**src/verilog/bk_pkg.sv**
```systemverilog
// Purpose: shared constants and carriers for the profile two bank
// Assumes: byte registers, one per aligned 32-bit word (byte addr = idx*4)
// Notes: offsets below are register indexes, not byte addresses
package bk_pkg;
  localparam int ADDR_W = 13;
  localparam int DATA_W = 32;
  localparam int IDX_W = 11;
  // register indexes
  localparam logic [10:0] PHASE_SCALE = 11'h680;
  localparam logic [10:0] INNER_LIMIT_BYTE0 = 11'h688;
  localparam logic [10:0] INNER_LIMIT_BYTE1 = 11'h689;
  localparam logic [10:0] INNER_LIMIT_BYTE2 = 11'h68a;
  localparam logic [10:0] OUTER_LIMIT_BYTE0 = 11'h68b;
  localparam logic [10:0] OUTER_LIMIT_BYTE1 = 11'h68c;
  localparam logic [10:0] OUTER_LIMIT_BYTE2 = 11'h68d;
  localparam logic [10:0] QUALIFY_TIME_LO = 11'h68e;
  localparam logic [10:0] QUALIFY_TIME_HI = 11'h68f;
  localparam logic [10:0] RECHECK_TIME_LO = 11'h690;
  localparam logic [10:0] RECHECK_TIME_HI = 11'h691;
  localparam logic [10:0] COEF_A_MANT_LO = 11'h692;
  localparam logic [10:0] COEF_A_MANT_HI = 11'h693;
  localparam logic [10:0] COEF_A_EXPONENTS = 11'h694;
  localparam logic [10:0] COEF_B_MANT_LOW_MIX = 11'h695;
  localparam logic [10:0] COEF_B_MANT_MID = 11'h696;
  localparam logic [10:0] COEF_B_EXP_MANT_TOP = 11'h697;
  localparam logic [10:0] COEF_C_MANT_LO = 11'h698;
  localparam logic [10:0] COEF_C_MANT_MID = 11'h699;
  localparam logic [10:0] COEF_C_EXP_MANT_TOP = 11'h69a;
  localparam logic [10:0] COEF_D_MANT_LO = 11'h69b;
  localparam logic [10:0] COEF_D_MANT_HI_MIX = 11'h69c;
  localparam logic [10:0] COEF_EXP_MIX = 11'h69d;
  localparam logic [10:0] PRESCALE_DIV_BYTE0 = 11'h69e;
  localparam logic [10:0] PRESCALE_DIV_BYTE1 = 11'h69f;
  localparam logic [10:0] PRESCALE_DIV_BYTE2 = 11'h6a0;
  localparam logic [10:0] PRESCALE_DIV_BYTE3 = 11'h6a1;
  localparam logic [10:0] FB_INT_DIV_BYTE0 = 11'h6a2;
  localparam logic [10:0] FB_INT_DIV_BYTE1 = 11'h6a3;
  localparam logic [10:0] FB_INT_DIV_BYTE2 = 11'h6a4;
  localparam logic [10:0] FB_INT_DIV_SPARE = 11'h6a5;
  localparam logic [10:0] FB_FRAC_MODULUS_LO = 11'h6a6;
  localparam logic [10:0] FB_FRAC_MIXED = 11'h6a7;
  localparam logic [10:0] FB_FRAC_NUMER_HI = 11'h6a8;
  localparam logic [10:0] PHASE_LOCK_LIMIT_LO = 11'h6a9;
  localparam logic [10:0] PHASE_LOCK_LIMIT_HI = 11'h6aa;
  localparam logic [10:0] PHASE_LOCK_FILL = 11'h6ab;
  localparam logic [10:0] PHASE_LOCK_DRAIN = 11'h6ac;
  localparam logic [10:0] FREQ_LOCK_LIMIT_BYTE0 = 11'h6ad;
  localparam logic [10:0] FREQ_LOCK_LIMIT_BYTE1 = 11'h6ae;
  localparam logic [10:0] FREQ_LOCK_LIMIT_BYTE2 = 11'h6af;
  localparam logic [10:0] FREQ_LOCK_FILL = 11'h6b0;
  localparam logic [10:0] FREQ_LOCK_DRAIN = 11'h6b1;
  localparam logic [10:0] BANK_STATUS = 11'h6b2;
  // field layout and values
  localparam int SCALE_BIT = 7;
  localparam int ST_PHASE_LOCK = 0;
  localparam int ST_FREQ_LOCK = 1;
  localparam int ST_FB_LOW = 2;
  localparam logic [7:0] RESET_BYTE = 8'h00;
  localparam logic [7:0] MASK_FULL = 8'hff;
  localparam logic [7:0] MASK_LOW4 = 8'h0f;
  localparam logic [7:0] MASK_LOW6 = 8'h3f;
  localparam logic [7:0] MASK_LOW7 = 8'h7f;
  localparam logic [7:0] MASK_NONE = 8'h00;
  localparam logic [7:0] MASK_FRAC_MIX = 8'hf3;
  localparam logic [7:0] MASK_SCALE = 8'h80;
  localparam logic [19:0] FB_INT_MIN = 20'h00007;
  localparam logic [31:0] PS_PER_NS = 32'h000003e8;
  // timing
  localparam int CLK_HZ = 250000000;
  localparam int MS_PER_S = 1000;
  localparam int MS_CYCLES = CLK_HZ / MS_PER_S;

  typedef enum {BUS_IDLE, BUS_ACK} bus_state_t;

  typedef struct packed {
    logic [15:0] a_mant;
    logic [5:0] a_exp1;
    logic [2:0] a_exp2;
    logic [3:0] a_exp3;
    logic [16:0] b_mant;
    logic [4:0] b_exp;
    logic [16:0] c_mant;
    logic [4:0] c_exp;
    logic [14:0] d_mant;
    logic [4:0] d_exp;
  } coef_t;

  typedef struct packed {
    logic [29:0] prescale;
    logic [19:0] fb_int;
    logic [9:0] frac_mod;
    logic [9:0] frac_num;
  } div_cfg_t;

  typedef struct packed {
    logic [15:0] ph_limit;
    logic ph_scale_ns;
    logic [31:0] ph_limit_ps;
    logic [7:0] ph_fill;
    logic [7:0] ph_drain;
    logic [23:0] fr_limit_ps;
    logic [7:0] fr_fill;
    logic [7:0] fr_drain;
  } lock_cfg_t;

  typedef struct packed {
    logic [19:0] inner;
    logic [19:0] outer;
    logic [15:0] qualify_ms;
    logic [15:0] recheck_ms;
  } qual_cfg_t;
endpackage

```
**src/verilog/dpll_profile_two_param_bank.sv**
```systemverilog
// Purpose: profile two register bank with dividers and lock detectors
// Assumes: Avalon-MM byte address, one register per aligned word
// Notes: data sits in bits [7:0]; unused bits store and read as zero
//
// Decided for this implementation: the Avalon-MM interface to the registers.
`timescale 1ns/1ns
module dpll_profile_two_param_bank #(
  parameter int MS_CYCLES = bk_pkg::MS_CYCLES,
  parameter logic [15:0] LOCK_FULL = 16'h0400
) (
  // clock and reset
  input wire logic clk,
  input wire logic reset_n,
  // avalon-mm slave
  input wire logic [bk_pkg::ADDR_W-1:0] avs_address,
  input wire logic avs_read,
  input wire logic avs_write,
  input wire logic [3:0] avs_byteenable,
  input wire logic [bk_pkg::DATA_W-1:0] avs_writedata,
  output logic [bk_pkg::DATA_W-1:0] avs_readdata,
  output logic avs_waitrequest,
  // loop datapath events
  input wire logic ref_tick,
  input wire logic vco_tick,
  input wire logic phase_err_valid,
  input wire logic [31:0] phase_err_ps,
  input wire logic freq_err_valid,
  input wire logic [23:0] freq_err_ps,
  // divided events and lock state
  output logic prescale_tick,
  output logic feedback_tick,
  output logic phase_locked,
  output logic freq_locked,
  output logic ms_tick,
  // settings for the loop
  output bk_pkg::coef_t coef,
  output bk_pkg::div_cfg_t div_cfg,
  output bk_pkg::lock_cfg_t lock_cfg,
  output bk_pkg::qual_cfg_t qual_cfg
);
  if (MS_CYCLES < 1) begin : g_chk
    $error("bank: MS_CYCLES must be positive");
  end
  if (LOCK_FULL == 16'h0000) begin : g_chk_full
    $error("bank: LOCK_FULL must be nonzero");
  end

  // register storage, indexed by register index
  logic [7:0] regs_ff [bk_pkg::INNER_LIMIT_BYTE0:bk_pkg::FREQ_LOCK_DRAIN];
  logic [7:0] nxt_regs [bk_pkg::INNER_LIMIT_BYTE0:bk_pkg::FREQ_LOCK_DRAIN];
  logic scale_ff, nxt_scale;

  // bus state
  bk_pkg::bus_state_t state_ff, nxt_state;
  logic wait_ff, nxt_wait;
  logic [bk_pkg::DATA_W-1:0] rdata_ff, nxt_rdata;
  logic [bk_pkg::IDX_W-1:0] idx;
  logic aligned;
  logic [7:0] rd_byte;
  logic [7:0] status;

  // settings shadow
  bk_pkg::coef_t coef_ff, nxt_coef;
  bk_pkg::div_cfg_t div_ff, nxt_div;
  bk_pkg::lock_cfg_t lock_ff, nxt_lock;
  bk_pkg::qual_cfg_t qual_ff, nxt_qual;
  logic fb_low_ff, nxt_fb_low;

  // millisecond strobe
  logic [31:0] ms_cnt_ff, nxt_ms_cnt;
  logic ms_ff, nxt_ms;

  // writable bits of each index; unused bits stay zero
  function automatic logic [7:0] wmask(input logic [10:0] i);
    case (i)
      bk_pkg::INNER_LIMIT_BYTE2: wmask = bk_pkg::MASK_LOW4;
      bk_pkg::OUTER_LIMIT_BYTE2: wmask = bk_pkg::MASK_LOW4;
      bk_pkg::COEF_B_EXP_MANT_TOP: wmask = bk_pkg::MASK_LOW7;
      bk_pkg::COEF_C_EXP_MANT_TOP: wmask = bk_pkg::MASK_LOW6;
      bk_pkg::PRESCALE_DIV_BYTE3: wmask = bk_pkg::MASK_LOW6;
      bk_pkg::FB_INT_DIV_BYTE2: wmask = bk_pkg::MASK_LOW4;
      bk_pkg::FB_INT_DIV_SPARE: wmask = bk_pkg::MASK_NONE;
      bk_pkg::FB_FRAC_MIXED: wmask = bk_pkg::MASK_FRAC_MIX;
      bk_pkg::FB_FRAC_NUMER_HI: wmask = bk_pkg::MASK_LOW6;
      default: wmask = bk_pkg::MASK_FULL;
    endcase
  endfunction

  function automatic logic in_bank(input logic [10:0] i);
    in_bank = (i >= bk_pkg::INNER_LIMIT_BYTE0) &&
              (i <= bk_pkg::FREQ_LOCK_DRAIN);
  endfunction

  // threshold in picoseconds whatever the programmed unit
  function automatic logic [31:0] to_ps(input logic [15:0] lim,
                                        input logic ns);
    if (ns) begin
      to_ps = {16'h0000, lim} * bk_pkg::PS_PER_NS;
    end else begin
      to_ps = {16'h0000, lim};
    end
  endfunction

  assign idx = avs_address[bk_pkg::ADDR_W-1:2];
  assign aligned = (avs_address[1:0] == 2'h0);

  // read mux; status is live state of this block
  // unaligned or unmapped reads give zero but still handshake
  always_comb begin
    status = 8'h00;
    status[bk_pkg::ST_PHASE_LOCK] = phase_locked;
    status[bk_pkg::ST_FREQ_LOCK] = freq_locked;
    status[bk_pkg::ST_FB_LOW] = fb_low_ff;
    rd_byte = 8'h00;
    if (!aligned) begin
      rd_byte = 8'h00;
    end else if (in_bank(idx)) begin
      rd_byte = regs_ff[idx];
    end else if (idx == bk_pkg::PHASE_SCALE) begin
      rd_byte = {scale_ff, 7'h00};
    end else if (idx == bk_pkg::BANK_STATUS) begin
      rd_byte = status;
    end
  end

  // bus: one wait cycle, write commits on the acknowledging edge
  always_comb begin
    nxt_state = state_ff;
    nxt_wait = wait_ff;
    nxt_rdata = rdata_ff;
    nxt_regs = regs_ff;
    nxt_scale = scale_ff;
    case (state_ff)
      bk_pkg::BUS_IDLE: begin
        if (avs_read || avs_write) begin
          nxt_state = bk_pkg::BUS_ACK;
          nxt_wait = 1'b0;
          nxt_rdata = avs_read ? {24'h000000, rd_byte} : '0;
        end
      end
      bk_pkg::BUS_ACK: begin
        nxt_state = bk_pkg::BUS_IDLE;
        nxt_wait = 1'b1;
        // only the acking edge commits, so a held write lands once
        if (avs_write && aligned && avs_byteenable[0]) begin
          if (in_bank(idx)) begin
            nxt_regs[idx] = avs_writedata[7:0] & wmask(idx);
          end else if (idx == bk_pkg::PHASE_SCALE) begin
            nxt_scale = avs_writedata[bk_pkg::SCALE_BIT];
          end
        end
      end
      default: begin
        nxt_state = bk_pkg::BUS_IDLE;
        nxt_wait = 1'b1;
      end
    endcase
  end

  always_ff @(posedge clk or negedge reset_n) begin
    if (!reset_n) begin
      state_ff <= bk_pkg::BUS_IDLE;
      wait_ff <= 1'b1;
      rdata_ff <= '0;
      scale_ff <= 1'b0;
      for (int i = bk_pkg::INNER_LIMIT_BYTE0;
           i <= bk_pkg::FREQ_LOCK_DRAIN; i++) begin
        regs_ff[i] <= bk_pkg::RESET_BYTE;
      end
    end else begin
      state_ff <= nxt_state;
      wait_ff <= nxt_wait;
      rdata_ff <= nxt_rdata;
      scale_ff <= nxt_scale;
      regs_ff <= nxt_regs;
    end
  end

  // field assembly from the byte store
  always_comb begin
    nxt_coef = coef_ff;
    nxt_div = div_ff;
    nxt_lock = lock_ff;
    nxt_qual = qual_ff;
    // mantissa is a fraction, scaled by two^exponent downstream
    nxt_coef.a_mant = {regs_ff[bk_pkg::COEF_A_MANT_HI],
                       regs_ff[bk_pkg::COEF_A_MANT_LO]};
    nxt_coef.b_mant = {regs_ff[bk_pkg::COEF_B_EXP_MANT_TOP][1:0],
                       regs_ff[bk_pkg::COEF_B_MANT_MID],
                       regs_ff[bk_pkg::COEF_B_MANT_LOW_MIX][7:1]};
    nxt_coef.c_mant = {regs_ff[bk_pkg::COEF_C_EXP_MANT_TOP][0],
                       regs_ff[bk_pkg::COEF_C_MANT_MID],
                       regs_ff[bk_pkg::COEF_C_MANT_LO]};
    nxt_coef.d_mant = {regs_ff[bk_pkg::COEF_D_MANT_HI_MIX][6:0],
                       regs_ff[bk_pkg::COEF_D_MANT_LO]};
    nxt_coef.a_exp1 = regs_ff[bk_pkg::COEF_A_EXPONENTS][5:0];
    nxt_coef.a_exp2 = {regs_ff[bk_pkg::COEF_B_MANT_LOW_MIX][0],
                       regs_ff[bk_pkg::COEF_A_EXPONENTS][7:6]};
    nxt_coef.a_exp3 = regs_ff[bk_pkg::COEF_EXP_MIX][7:4];
    nxt_coef.b_exp = regs_ff[bk_pkg::COEF_B_EXP_MANT_TOP][6:2];
    nxt_coef.c_exp = regs_ff[bk_pkg::COEF_C_EXP_MANT_TOP][5:1];
    nxt_coef.d_exp = {regs_ff[bk_pkg::COEF_EXP_MIX][3:0],
                      regs_ff[bk_pkg::COEF_D_MANT_HI_MIX][7]};
    nxt_div.prescale = {regs_ff[bk_pkg::PRESCALE_DIV_BYTE3][5:0],
                        regs_ff[bk_pkg::PRESCALE_DIV_BYTE2],
                        regs_ff[bk_pkg::PRESCALE_DIV_BYTE1],
                        regs_ff[bk_pkg::PRESCALE_DIV_BYTE0]};
    nxt_div.fb_int = {regs_ff[bk_pkg::FB_INT_DIV_BYTE2][3:0],
                      regs_ff[bk_pkg::FB_INT_DIV_BYTE1],
                      regs_ff[bk_pkg::FB_INT_DIV_BYTE0]};
    nxt_div.frac_mod = {regs_ff[bk_pkg::FB_FRAC_MIXED][1:0],
                        regs_ff[bk_pkg::FB_FRAC_MODULUS_LO]};
    nxt_div.frac_num = {regs_ff[bk_pkg::FB_FRAC_NUMER_HI][5:0],
                        regs_ff[bk_pkg::FB_FRAC_MIXED][7:4]};
    nxt_lock.ph_limit = {regs_ff[bk_pkg::PHASE_LOCK_LIMIT_HI],
                         regs_ff[bk_pkg::PHASE_LOCK_LIMIT_LO]};
    nxt_lock.ph_scale_ns = scale_ff;
    nxt_lock.ph_limit_ps = to_ps(nxt_lock.ph_limit, scale_ff);
    nxt_lock.ph_fill = regs_ff[bk_pkg::PHASE_LOCK_FILL];
    nxt_lock.ph_drain = regs_ff[bk_pkg::PHASE_LOCK_DRAIN];
    nxt_lock.fr_limit_ps = {regs_ff[bk_pkg::FREQ_LOCK_LIMIT_BYTE2],
                            regs_ff[bk_pkg::FREQ_LOCK_LIMIT_BYTE1],
                            regs_ff[bk_pkg::FREQ_LOCK_LIMIT_BYTE0]};
    nxt_lock.fr_fill = regs_ff[bk_pkg::FREQ_LOCK_FILL];
    nxt_lock.fr_drain = regs_ff[bk_pkg::FREQ_LOCK_DRAIN];
    // tolerance limits pass through unchanged
    nxt_qual.inner = {regs_ff[bk_pkg::INNER_LIMIT_BYTE2][3:0],
                      regs_ff[bk_pkg::INNER_LIMIT_BYTE1],
                      regs_ff[bk_pkg::INNER_LIMIT_BYTE0]};
    nxt_qual.outer = {regs_ff[bk_pkg::OUTER_LIMIT_BYTE2][3:0],
                      regs_ff[bk_pkg::OUTER_LIMIT_BYTE1],
                      regs_ff[bk_pkg::OUTER_LIMIT_BYTE0]};
    nxt_qual.qualify_ms = {regs_ff[bk_pkg::QUALIFY_TIME_HI],
                           regs_ff[bk_pkg::QUALIFY_TIME_LO]};
    nxt_qual.recheck_ms = {regs_ff[bk_pkg::RECHECK_TIME_HI],
                           regs_ff[bk_pkg::RECHECK_TIME_LO]};
    // flag only: the divider still runs, software must keep it legal
    nxt_fb_low = (nxt_div.fb_int < bk_pkg::FB_INT_MIN);
  end

  always_ff @(posedge clk or negedge reset_n) begin
    if (!reset_n) begin
      coef_ff <= '0;
      div_ff <= '0;
      lock_ff <= '0;
      qual_ff <= '0;
      fb_low_ff <= 1'b1;
    end else begin
      coef_ff <= nxt_coef;
      div_ff <= nxt_div;
      lock_ff <= nxt_lock;
      qual_ff <= nxt_qual;
      fb_low_ff <= nxt_fb_low;
    end
  end

  // millisecond enable that paces the qualify and recheck timers
  // free running, so a timer's first tick may come early
  always_comb begin
    nxt_ms = 1'b0;
    nxt_ms_cnt = ms_cnt_ff + 32'h00000001;
    if (ms_cnt_ff >= 32'(MS_CYCLES - 1)) begin
      nxt_ms_cnt = '0;
      nxt_ms = 1'b1;
    end
  end

  always_ff @(posedge clk or negedge reset_n) begin
    if (!reset_n) begin
      ms_cnt_ff <= '0;
      ms_ff <= 1'b0;
    end else begin
      ms_cnt_ff <= nxt_ms_cnt;
      ms_ff <= nxt_ms;
    end
  end

  // a ratio lowered below the count wraps on the next input tick rather than finishing the count
  ratio_divider #(.CNT_W(30)) u_prescale (
    .clk(clk),
    .reset_n(reset_n),
    .tick_in(ref_tick),
    .ratio_m1(div_ff.prescale),
    .tick_out(prescale_tick)
  );

  ratio_divider #(.CNT_W(20)) u_feedback (
    .clk(clk),
    .reset_n(reset_n),
    .tick_in(vco_tick),
    .ratio_m1(div_ff.fb_int),
    .tick_out(feedback_tick)
  );

  lock_bucket #(.ERR_W(32), .FULL_LEVEL(LOCK_FULL)) u_phase_lock (
    .clk(clk),
    .reset_n(reset_n),
    .sample_valid(phase_err_valid),
    .err_mag(phase_err_ps),
    .limit(lock_ff.ph_limit_ps),
    .fill_rate(lock_ff.ph_fill),
    .drain_rate(lock_ff.ph_drain),
    .locked(phase_locked)
  );

  lock_bucket #(.ERR_W(24), .FULL_LEVEL(LOCK_FULL)) u_freq_lock (
    .clk(clk),
    .reset_n(reset_n),
    .sample_valid(freq_err_valid),
    .err_mag(freq_err_ps),
    .limit(lock_ff.fr_limit_ps),
    .fill_rate(lock_ff.fr_fill),
    .drain_rate(lock_ff.fr_drain),
    .locked(freq_locked)
  );

  assign avs_readdata = rdata_ff;
  assign avs_waitrequest = wait_ff;
  assign ms_tick = ms_ff;
  assign coef = coef_ff;
  assign div_cfg = div_ff;
  assign lock_cfg = lock_ff;
  assign qual_cfg = qual_ff;
endmodule

```
**src/verilog/lock_bucket.sv**
```systemverilog
// Purpose: leaky-bucket lock detector with fill and drain rates
// Assumes: err_mag and limit share one unit
// Notes: lock sets at full level, drops only when bucket empties
`timescale 1ns/1ns
module lock_bucket #(
  parameter int ERR_W = 32,
  parameter int LEVEL_W = 16,
  parameter logic [15:0] FULL_LEVEL = 16'h0400
) (
  // clock and reset
  input wire logic clk,
  input wire logic reset_n,
  // samples and settings
  input wire logic sample_valid,
  input wire logic [ERR_W-1:0] err_mag,
  input wire logic [ERR_W-1:0] limit,
  input wire logic [7:0] fill_rate,
  input wire logic [7:0] drain_rate,
  // result
  output logic locked
);
  if (ERR_W < 1 || LEVEL_W != 16 || FULL_LEVEL == 16'h0000) begin : g_chk
    $error("lock_bucket: bad parameters");
  end

  logic [LEVEL_W-1:0] level_ff, nxt_level;
  logic locked_ff, nxt_locked;
  logic [LEVEL_W:0] sum;

  always_comb begin
    nxt_level = level_ff;
    nxt_locked = locked_ff;
    sum = {1'b0, level_ff} + {9'h000, fill_rate};
    if (sample_valid) begin
      if (err_mag <= limit) begin
        nxt_level = (sum >= {1'b0, FULL_LEVEL}) ? FULL_LEVEL
                                                  : sum[LEVEL_W-1:0];
      end else if (level_ff > {8'h00, drain_rate}) begin
        nxt_level = level_ff - {8'h00, drain_rate};
      end else begin
        nxt_level = '0;
      end
    end
    // hysteresis avoids chatter near the limit
    if (nxt_level >= FULL_LEVEL) begin
      nxt_locked = 1'b1;
    end else if (nxt_level == '0) begin
      nxt_locked = 1'b0;
    end
  end

  always_ff @(posedge clk or negedge reset_n) begin
    if (!reset_n) begin
      level_ff <= '0;
      locked_ff <= 1'b0;
    end else begin
      level_ff <= nxt_level;
      locked_ff <= nxt_locked;
    end
  end

  assign locked = locked_ff;
endmodule

```
**src/verilog/ratio_divider.sv**
```systemverilog
// Purpose: divide an enable stream by a programmed value plus one
// Assumes: tick_in is a one-cycle pulse on clk
// Notes: a new ratio takes effect at the next wrap or when passed
`timescale 1ns/1ns
module ratio_divider #(
  parameter int CNT_W = 30
) (
  // clock and reset
  input wire logic clk,
  input wire logic reset_n,
  // stream
  input wire logic tick_in,
  input wire logic [CNT_W-1:0] ratio_m1,
  output logic tick_out
);
  if (CNT_W < 1 || CNT_W > 32) begin : g_chk
    $error("ratio_divider: CNT_W out of range");
  end

  logic [CNT_W-1:0] cnt_ff, nxt_cnt;
  logic tick_ff, nxt_tick;

  always_comb begin
    nxt_cnt = cnt_ff;
    nxt_tick = 1'b0;
    if (tick_in) begin
      // wrap at ratio_m1 gives ratio_m1 + 1 inputs per output
      if (cnt_ff >= ratio_m1) begin
        nxt_cnt = '0;
        nxt_tick = 1'b1;
      end else begin
        nxt_cnt = cnt_ff + 1'b1;
      end
    end
  end

  always_ff @(posedge clk or negedge reset_n) begin
    if (!reset_n) begin
      cnt_ff <= '0;
      tick_ff <= 1'b0;
    end else begin
      cnt_ff <= nxt_cnt;
      tick_ff <= nxt_tick;
    end
  end

  assign tick_out = tick_ff;
endmodule
```
**config.mk**
```make
export PLATFORM = sky130hd
export DESIGN_NAME = dpll_profile_two_param_bank
export DESIGN_NICKNAME = d
export VERILOG_FILES = /design/src/verilog/bk_pkg.sv /design/src/verilog/dpll_profile_two_param_bank.sv /design/src/verilog/lock_bucket.sv /design/src/verilog/ratio_divider.sv
export SDC_FILE = /design/constraint.sdc
export NUM_CORES = 2
export LEC_CHECK = 0
export BUFFER_PORTS_ARGS = -buffer_cell sky130_fd_sc_hd__buf_2
export CAP_MARGIN = 20
export CORE_MARGIN = 2
export CORE_UTILIZATION = 40
export DETAILED_ROUTE_END_ITERATION = 16
export MAX_ROUTING_LAYER = met4
export PLACE_DENSITY = 0.57
export SLEW_MARGIN = 0
export SYNTH_ARGS = -nofsm -noshare
export SYNTH_HDL_FRONTEND = slang
export SYNTH_SLANG_ARGS = --single-unit
```
**constraint.sdc**
```tcl
create_clock -name clk -period 13.8 [get_ports clk]
set_clock_uncertainty 0.2 [all_clocks]
set_input_delay 0 -clock clk [delete_from_list [all_inputs] [get_ports clk]]
set_output_delay 0 -clock clk [all_outputs]
set_load 0.02 [all_outputs]
```
==> flow_summary_export.csv <==
group,metric,value,unit
power_and_ir_drop,swShare,0.2465,
routing,drtIter0Drc,1698,
die,ios,491,
yosys,ys_types,83,
sta,period_share,0.3858,
layout,drive_gt1_frac,0.1943,
sta,relSlewSlack,0.2435,
power_and_ir_drop,p_per_area,120.3,nW/um^2
power_and_ir_drop,peakVddDrop,79.04,uV
sta,worst_slew_pin_slew,1135,ps
setup_path,crit_chain,"fa_1, inv_1, fa_1, fa_1, fa_1, inv_1, ha_1, inv_1, o21bai_1, a21o_1, a31o_2, a211o_1, o211ai_1, o21ai_0, a221oi_1, xor2_1, nor2_1",
die,coreArea,90150,um^2
setup_path,slowest_stage,"fa_1",
clock_network,cts-root-buf,"clkbuf_16",
global_route,grt_max_degree,173,
routing,detail_route.wl_per_cell,21.86,um
clock_network,cts_sinks,801,
setup_path,cp-end-kind,"register",
layout,final_common_cell,"dfrtp_1",
layout,area_growth,18.19,%
min_path,hold_end,"u_feedback.cnt_ff[0]",
routing,wirelength,108.1,mm
setup_path,required,14100,ps
clock_network,clk_path_buf_depth,3,
global_route,grt_pass1_wl,163.0,mm
setup_path,crit_path_max_fanout,9,
power_and_ir_drop,p_sw,1.277,mW
setup_path,path_class,"reg2reg",
setup_path,worst-path-buf-inv,3,
sta,hold_viol_final,0,
min_path,worstHoldPathCells,3,
min_path,hold_start,"vco_tick",
sta,tns,0,ps
clock_network,cts_tree,"built",
layout,layout_common_cells,"799 x dfrtp_1, 440 x nand2_1, 431 x buf_2",
die,die_w,305.8,um
die,fp.dieH,305.8,um
placement,dp.cells,4756,
setup_path,cpPeakStageDelay,620,ps
sta,fmax,187.9,MHz
power_and_ir_drop,total_leakage_power,21.20,nW
die,rows,110,
layout,layout.cells.non_filler,4945,
yosys,synth_flop_cell,"dfrtp_1",
setup_path,worstReg2RegEnd,"lock_cfg[80]",
job,drv_cap,0,
setup_path,reg2reg_depth,17,
placement,dp_hpwl,78.08,mm
yosys,synth_area,36440,um^2
setup_path,start_kind,"register",
setup_path,cp_common_cell,"fa_1",
setup_path,reg2reg_from,"nxt_lock[89]",
clock_network,path_clk_slew,60,ps
routing,drc,0,
power_and_ir_drop,p_int,3.902,mW
min_path,hp-class,"in2reg",
routing,dr.pass1.iters,6,
placement,place.port_buffers,433,
sta,setup_viol,0,
clock_network,cts_max_level,3,
global_route,grt_pass1_vias,25266,
routing,vias,25695,
yosys,ys_ff_latch,801,
power_and_ir_drop,fin_total_pwr,5.179,mW
yosys,ys_async_sr_fraction,1.000,
setup_path,r2r_setup_slack,8480,ps
layout,fin_nets,4060,
power_and_ir_drop,clkPwrFrac,0.455,
setup_path,cpLargestDelayFamily,"adder cells",
yosys,syn_area_per_cell,11.22,um^2
sta,rsz0062_at_grt,"false",
power_and_ir_drop,share_comb_of_total_power,0.079,
clock_network,cts_buffers,86,
placement,finalWeightedCongestion,0.9069,
yosys,yosysSeqAreaShare,0.5502,
sta,fin_crit,5323,ps
yosys,synth_cells,3247,
status,status,"finished, final reports clean",
setup_path,cp.arrival,5620,ps
sta,slew_violations,0,
die,start_util,0.4042,
clock_network,worstSkewPairLatency,650,ps
yosys,synth-edff-count,0,
sta,worst_slack,8477,ps
global_route,grtUsageTotal,0.2389,
routing,ant_nets,0,
global_route,overflow,0,
global_route,antenna_found_initial,4,
die,dieArea,93520,um^2
power_and_ir_drop,seqPwrFrac,0.466,
routing,via_per_inst,5.196,
placement,pre_cts_ws,8490,ps
yosys,yosysWarnings,0,
[stage by stage]
stage                     area [um^2]  utilization  hold slack (ps)
after CTS                       42910       0.4760            54.52
after detailed placement        39730       0.4407           -195.3
final                           43070       0.4777            92.46
after global placement          39730       0.4407           -202.2
after floorplan                 36600            -           -495.6
after global routing            43070       0.4777            108.3
[state kept, by name, indices dropped and copies added (netlist names), 8 cells and up]
signal	cells
avs_readdata	8
coef	93
div_cfg	70
lock_cfg	99
ms_cnt_ff	32
nxt_coef	93
nxt_div	70
nxt_lock	72
nxt_qual	72
qual_cfg	72
regs_ff	29
u_feedback.cnt_ff	20
u_freq_lock.level_ff	16
u_phase_lock.level_ff	16
u_prescale.cnt_ff	30
[power by group through the flow]
stage	Sequential, mW	Clock (mW)	Combinational (mW)
4_1_cts	2.41	2.41	0.406
2_1_floorplan	2.43	0	0.269
3_3_place_gp	2.45	0	0.394
3_5_place_dp	2.45	0	0.397
5_1_grt	2.41	2.51	0.458
6_report	2.41	2.36	0.409
[routing by layer]
metal,wire length [um],track usage,part of all wire
met1,48060,0.3282,0.44
met2,49850,0.3617,0.46
met3,7214,0.04631,0.067
met4,2949,0.06977,0.027
met5,0,-,0
[what timing repair did]
action	4_1_cts	5_1_grt
hold endpoints to repair	415	91
gates resized for setup	0	0
hold buffers	24	4
setup buffers	0	0
[tightest hold or removal path: stages]
cell           delay, ps
dlygate4sd3_1        560
buf_2                230
mux2i_1               90
[cells by family after synthesis]
| family | after synthesis | share of synthesized area |
|---|---|---|
| buf+inv | 404 | 0.04529 |
| compound gates | 648 | 0.1053 |
| other cells | 1 | 0.0001029 |
| flops | 801 | 0.5502 |
| xor+xnor | 105 | 0.02524 |
| simple gates | 918 | 0.1138 |
| mux | 125 | 0.06401 |
| fa+ha+maj | 245 | 0.09608 |
[layout make-up]
type	count	area (um^2)
Tap cell	1176	1471
Fill cell	8275	47080
Inverter	239	897.1
Multi-Input combinational cell	2085	14940
Antenna cell	2	5.005
Clock buffer	120	2511
Sequential cell	801	20050
Timing Repair Buffer	489	2781
Clock inverter	33	412.9
[worst max path at each step]
| stage | from | to | slack, ps | cells after the start |
|---|---|---|---|---|
| after floorplan | nxt_lock[89] | lock_cfg[80] | 8950 | 17 |
| after global placement | nxt_lock[89] | lock_cfg[80] | 8520 | 17 |
| after detailed placement | nxt_lock[89] | lock_cfg[80] | 8490 | 17 |
| after CTS | nxt_lock[89] | lock_cfg[80] | 8470 | 17 |
| after global routing | nxt_lock[89] | lock_cfg[80] | 8230 | 17 |
| final | nxt_lock[89] | lock_cfg[80] | 8480 | 17 |
[cell usage after synthesis (13+ instances only)]
master | count | share of area
a21o_1 | 27 | 0.0056
nand2_1 | 447 | 0.046
mux2i_1 | 26 | 0.0071
inv_1 | 237 | 0.024
xor2_1 | 46 | 0.011
buf_2 | 14 | 0.0019
and2_1 | 40 | 0.0069
nor2_1 | 164 | 0.017
nand2b_1 | 18 | 0.0031
ha_1 | 187 | 0.064
mux4_2 | 85 | 0.053
buf_4 | 31 | 0.0064
fa_1 | 58 | 0.032
xnor2_1 | 59 | 0.014
o22ai_1 | 13 | 0.0022
o21ai_0 | 331 | 0.045
nor4_1 | 16 | 0.0027
nor2b_1 | 27 | 0.0046
a221oi_1 | 13 | 0.0031
dfrtp_1 | 799 | 0.55
nor3_1 | 41 | 0.0056
nand4_1 | 35 | 0.0060
and3_1 | 18 | 0.0031
a21oi_1 | 74 | 0.010
mux2_2 | 14 | 0.0043
nand3_1 | 63 | 0.0087
o21ai_1 | 52 | 0.0071
o211ai_1 | 14 | 0.0029
clkbuf_1 | 112 | 0.012
No activity file was read; power rests on OpenSTA's default activity.
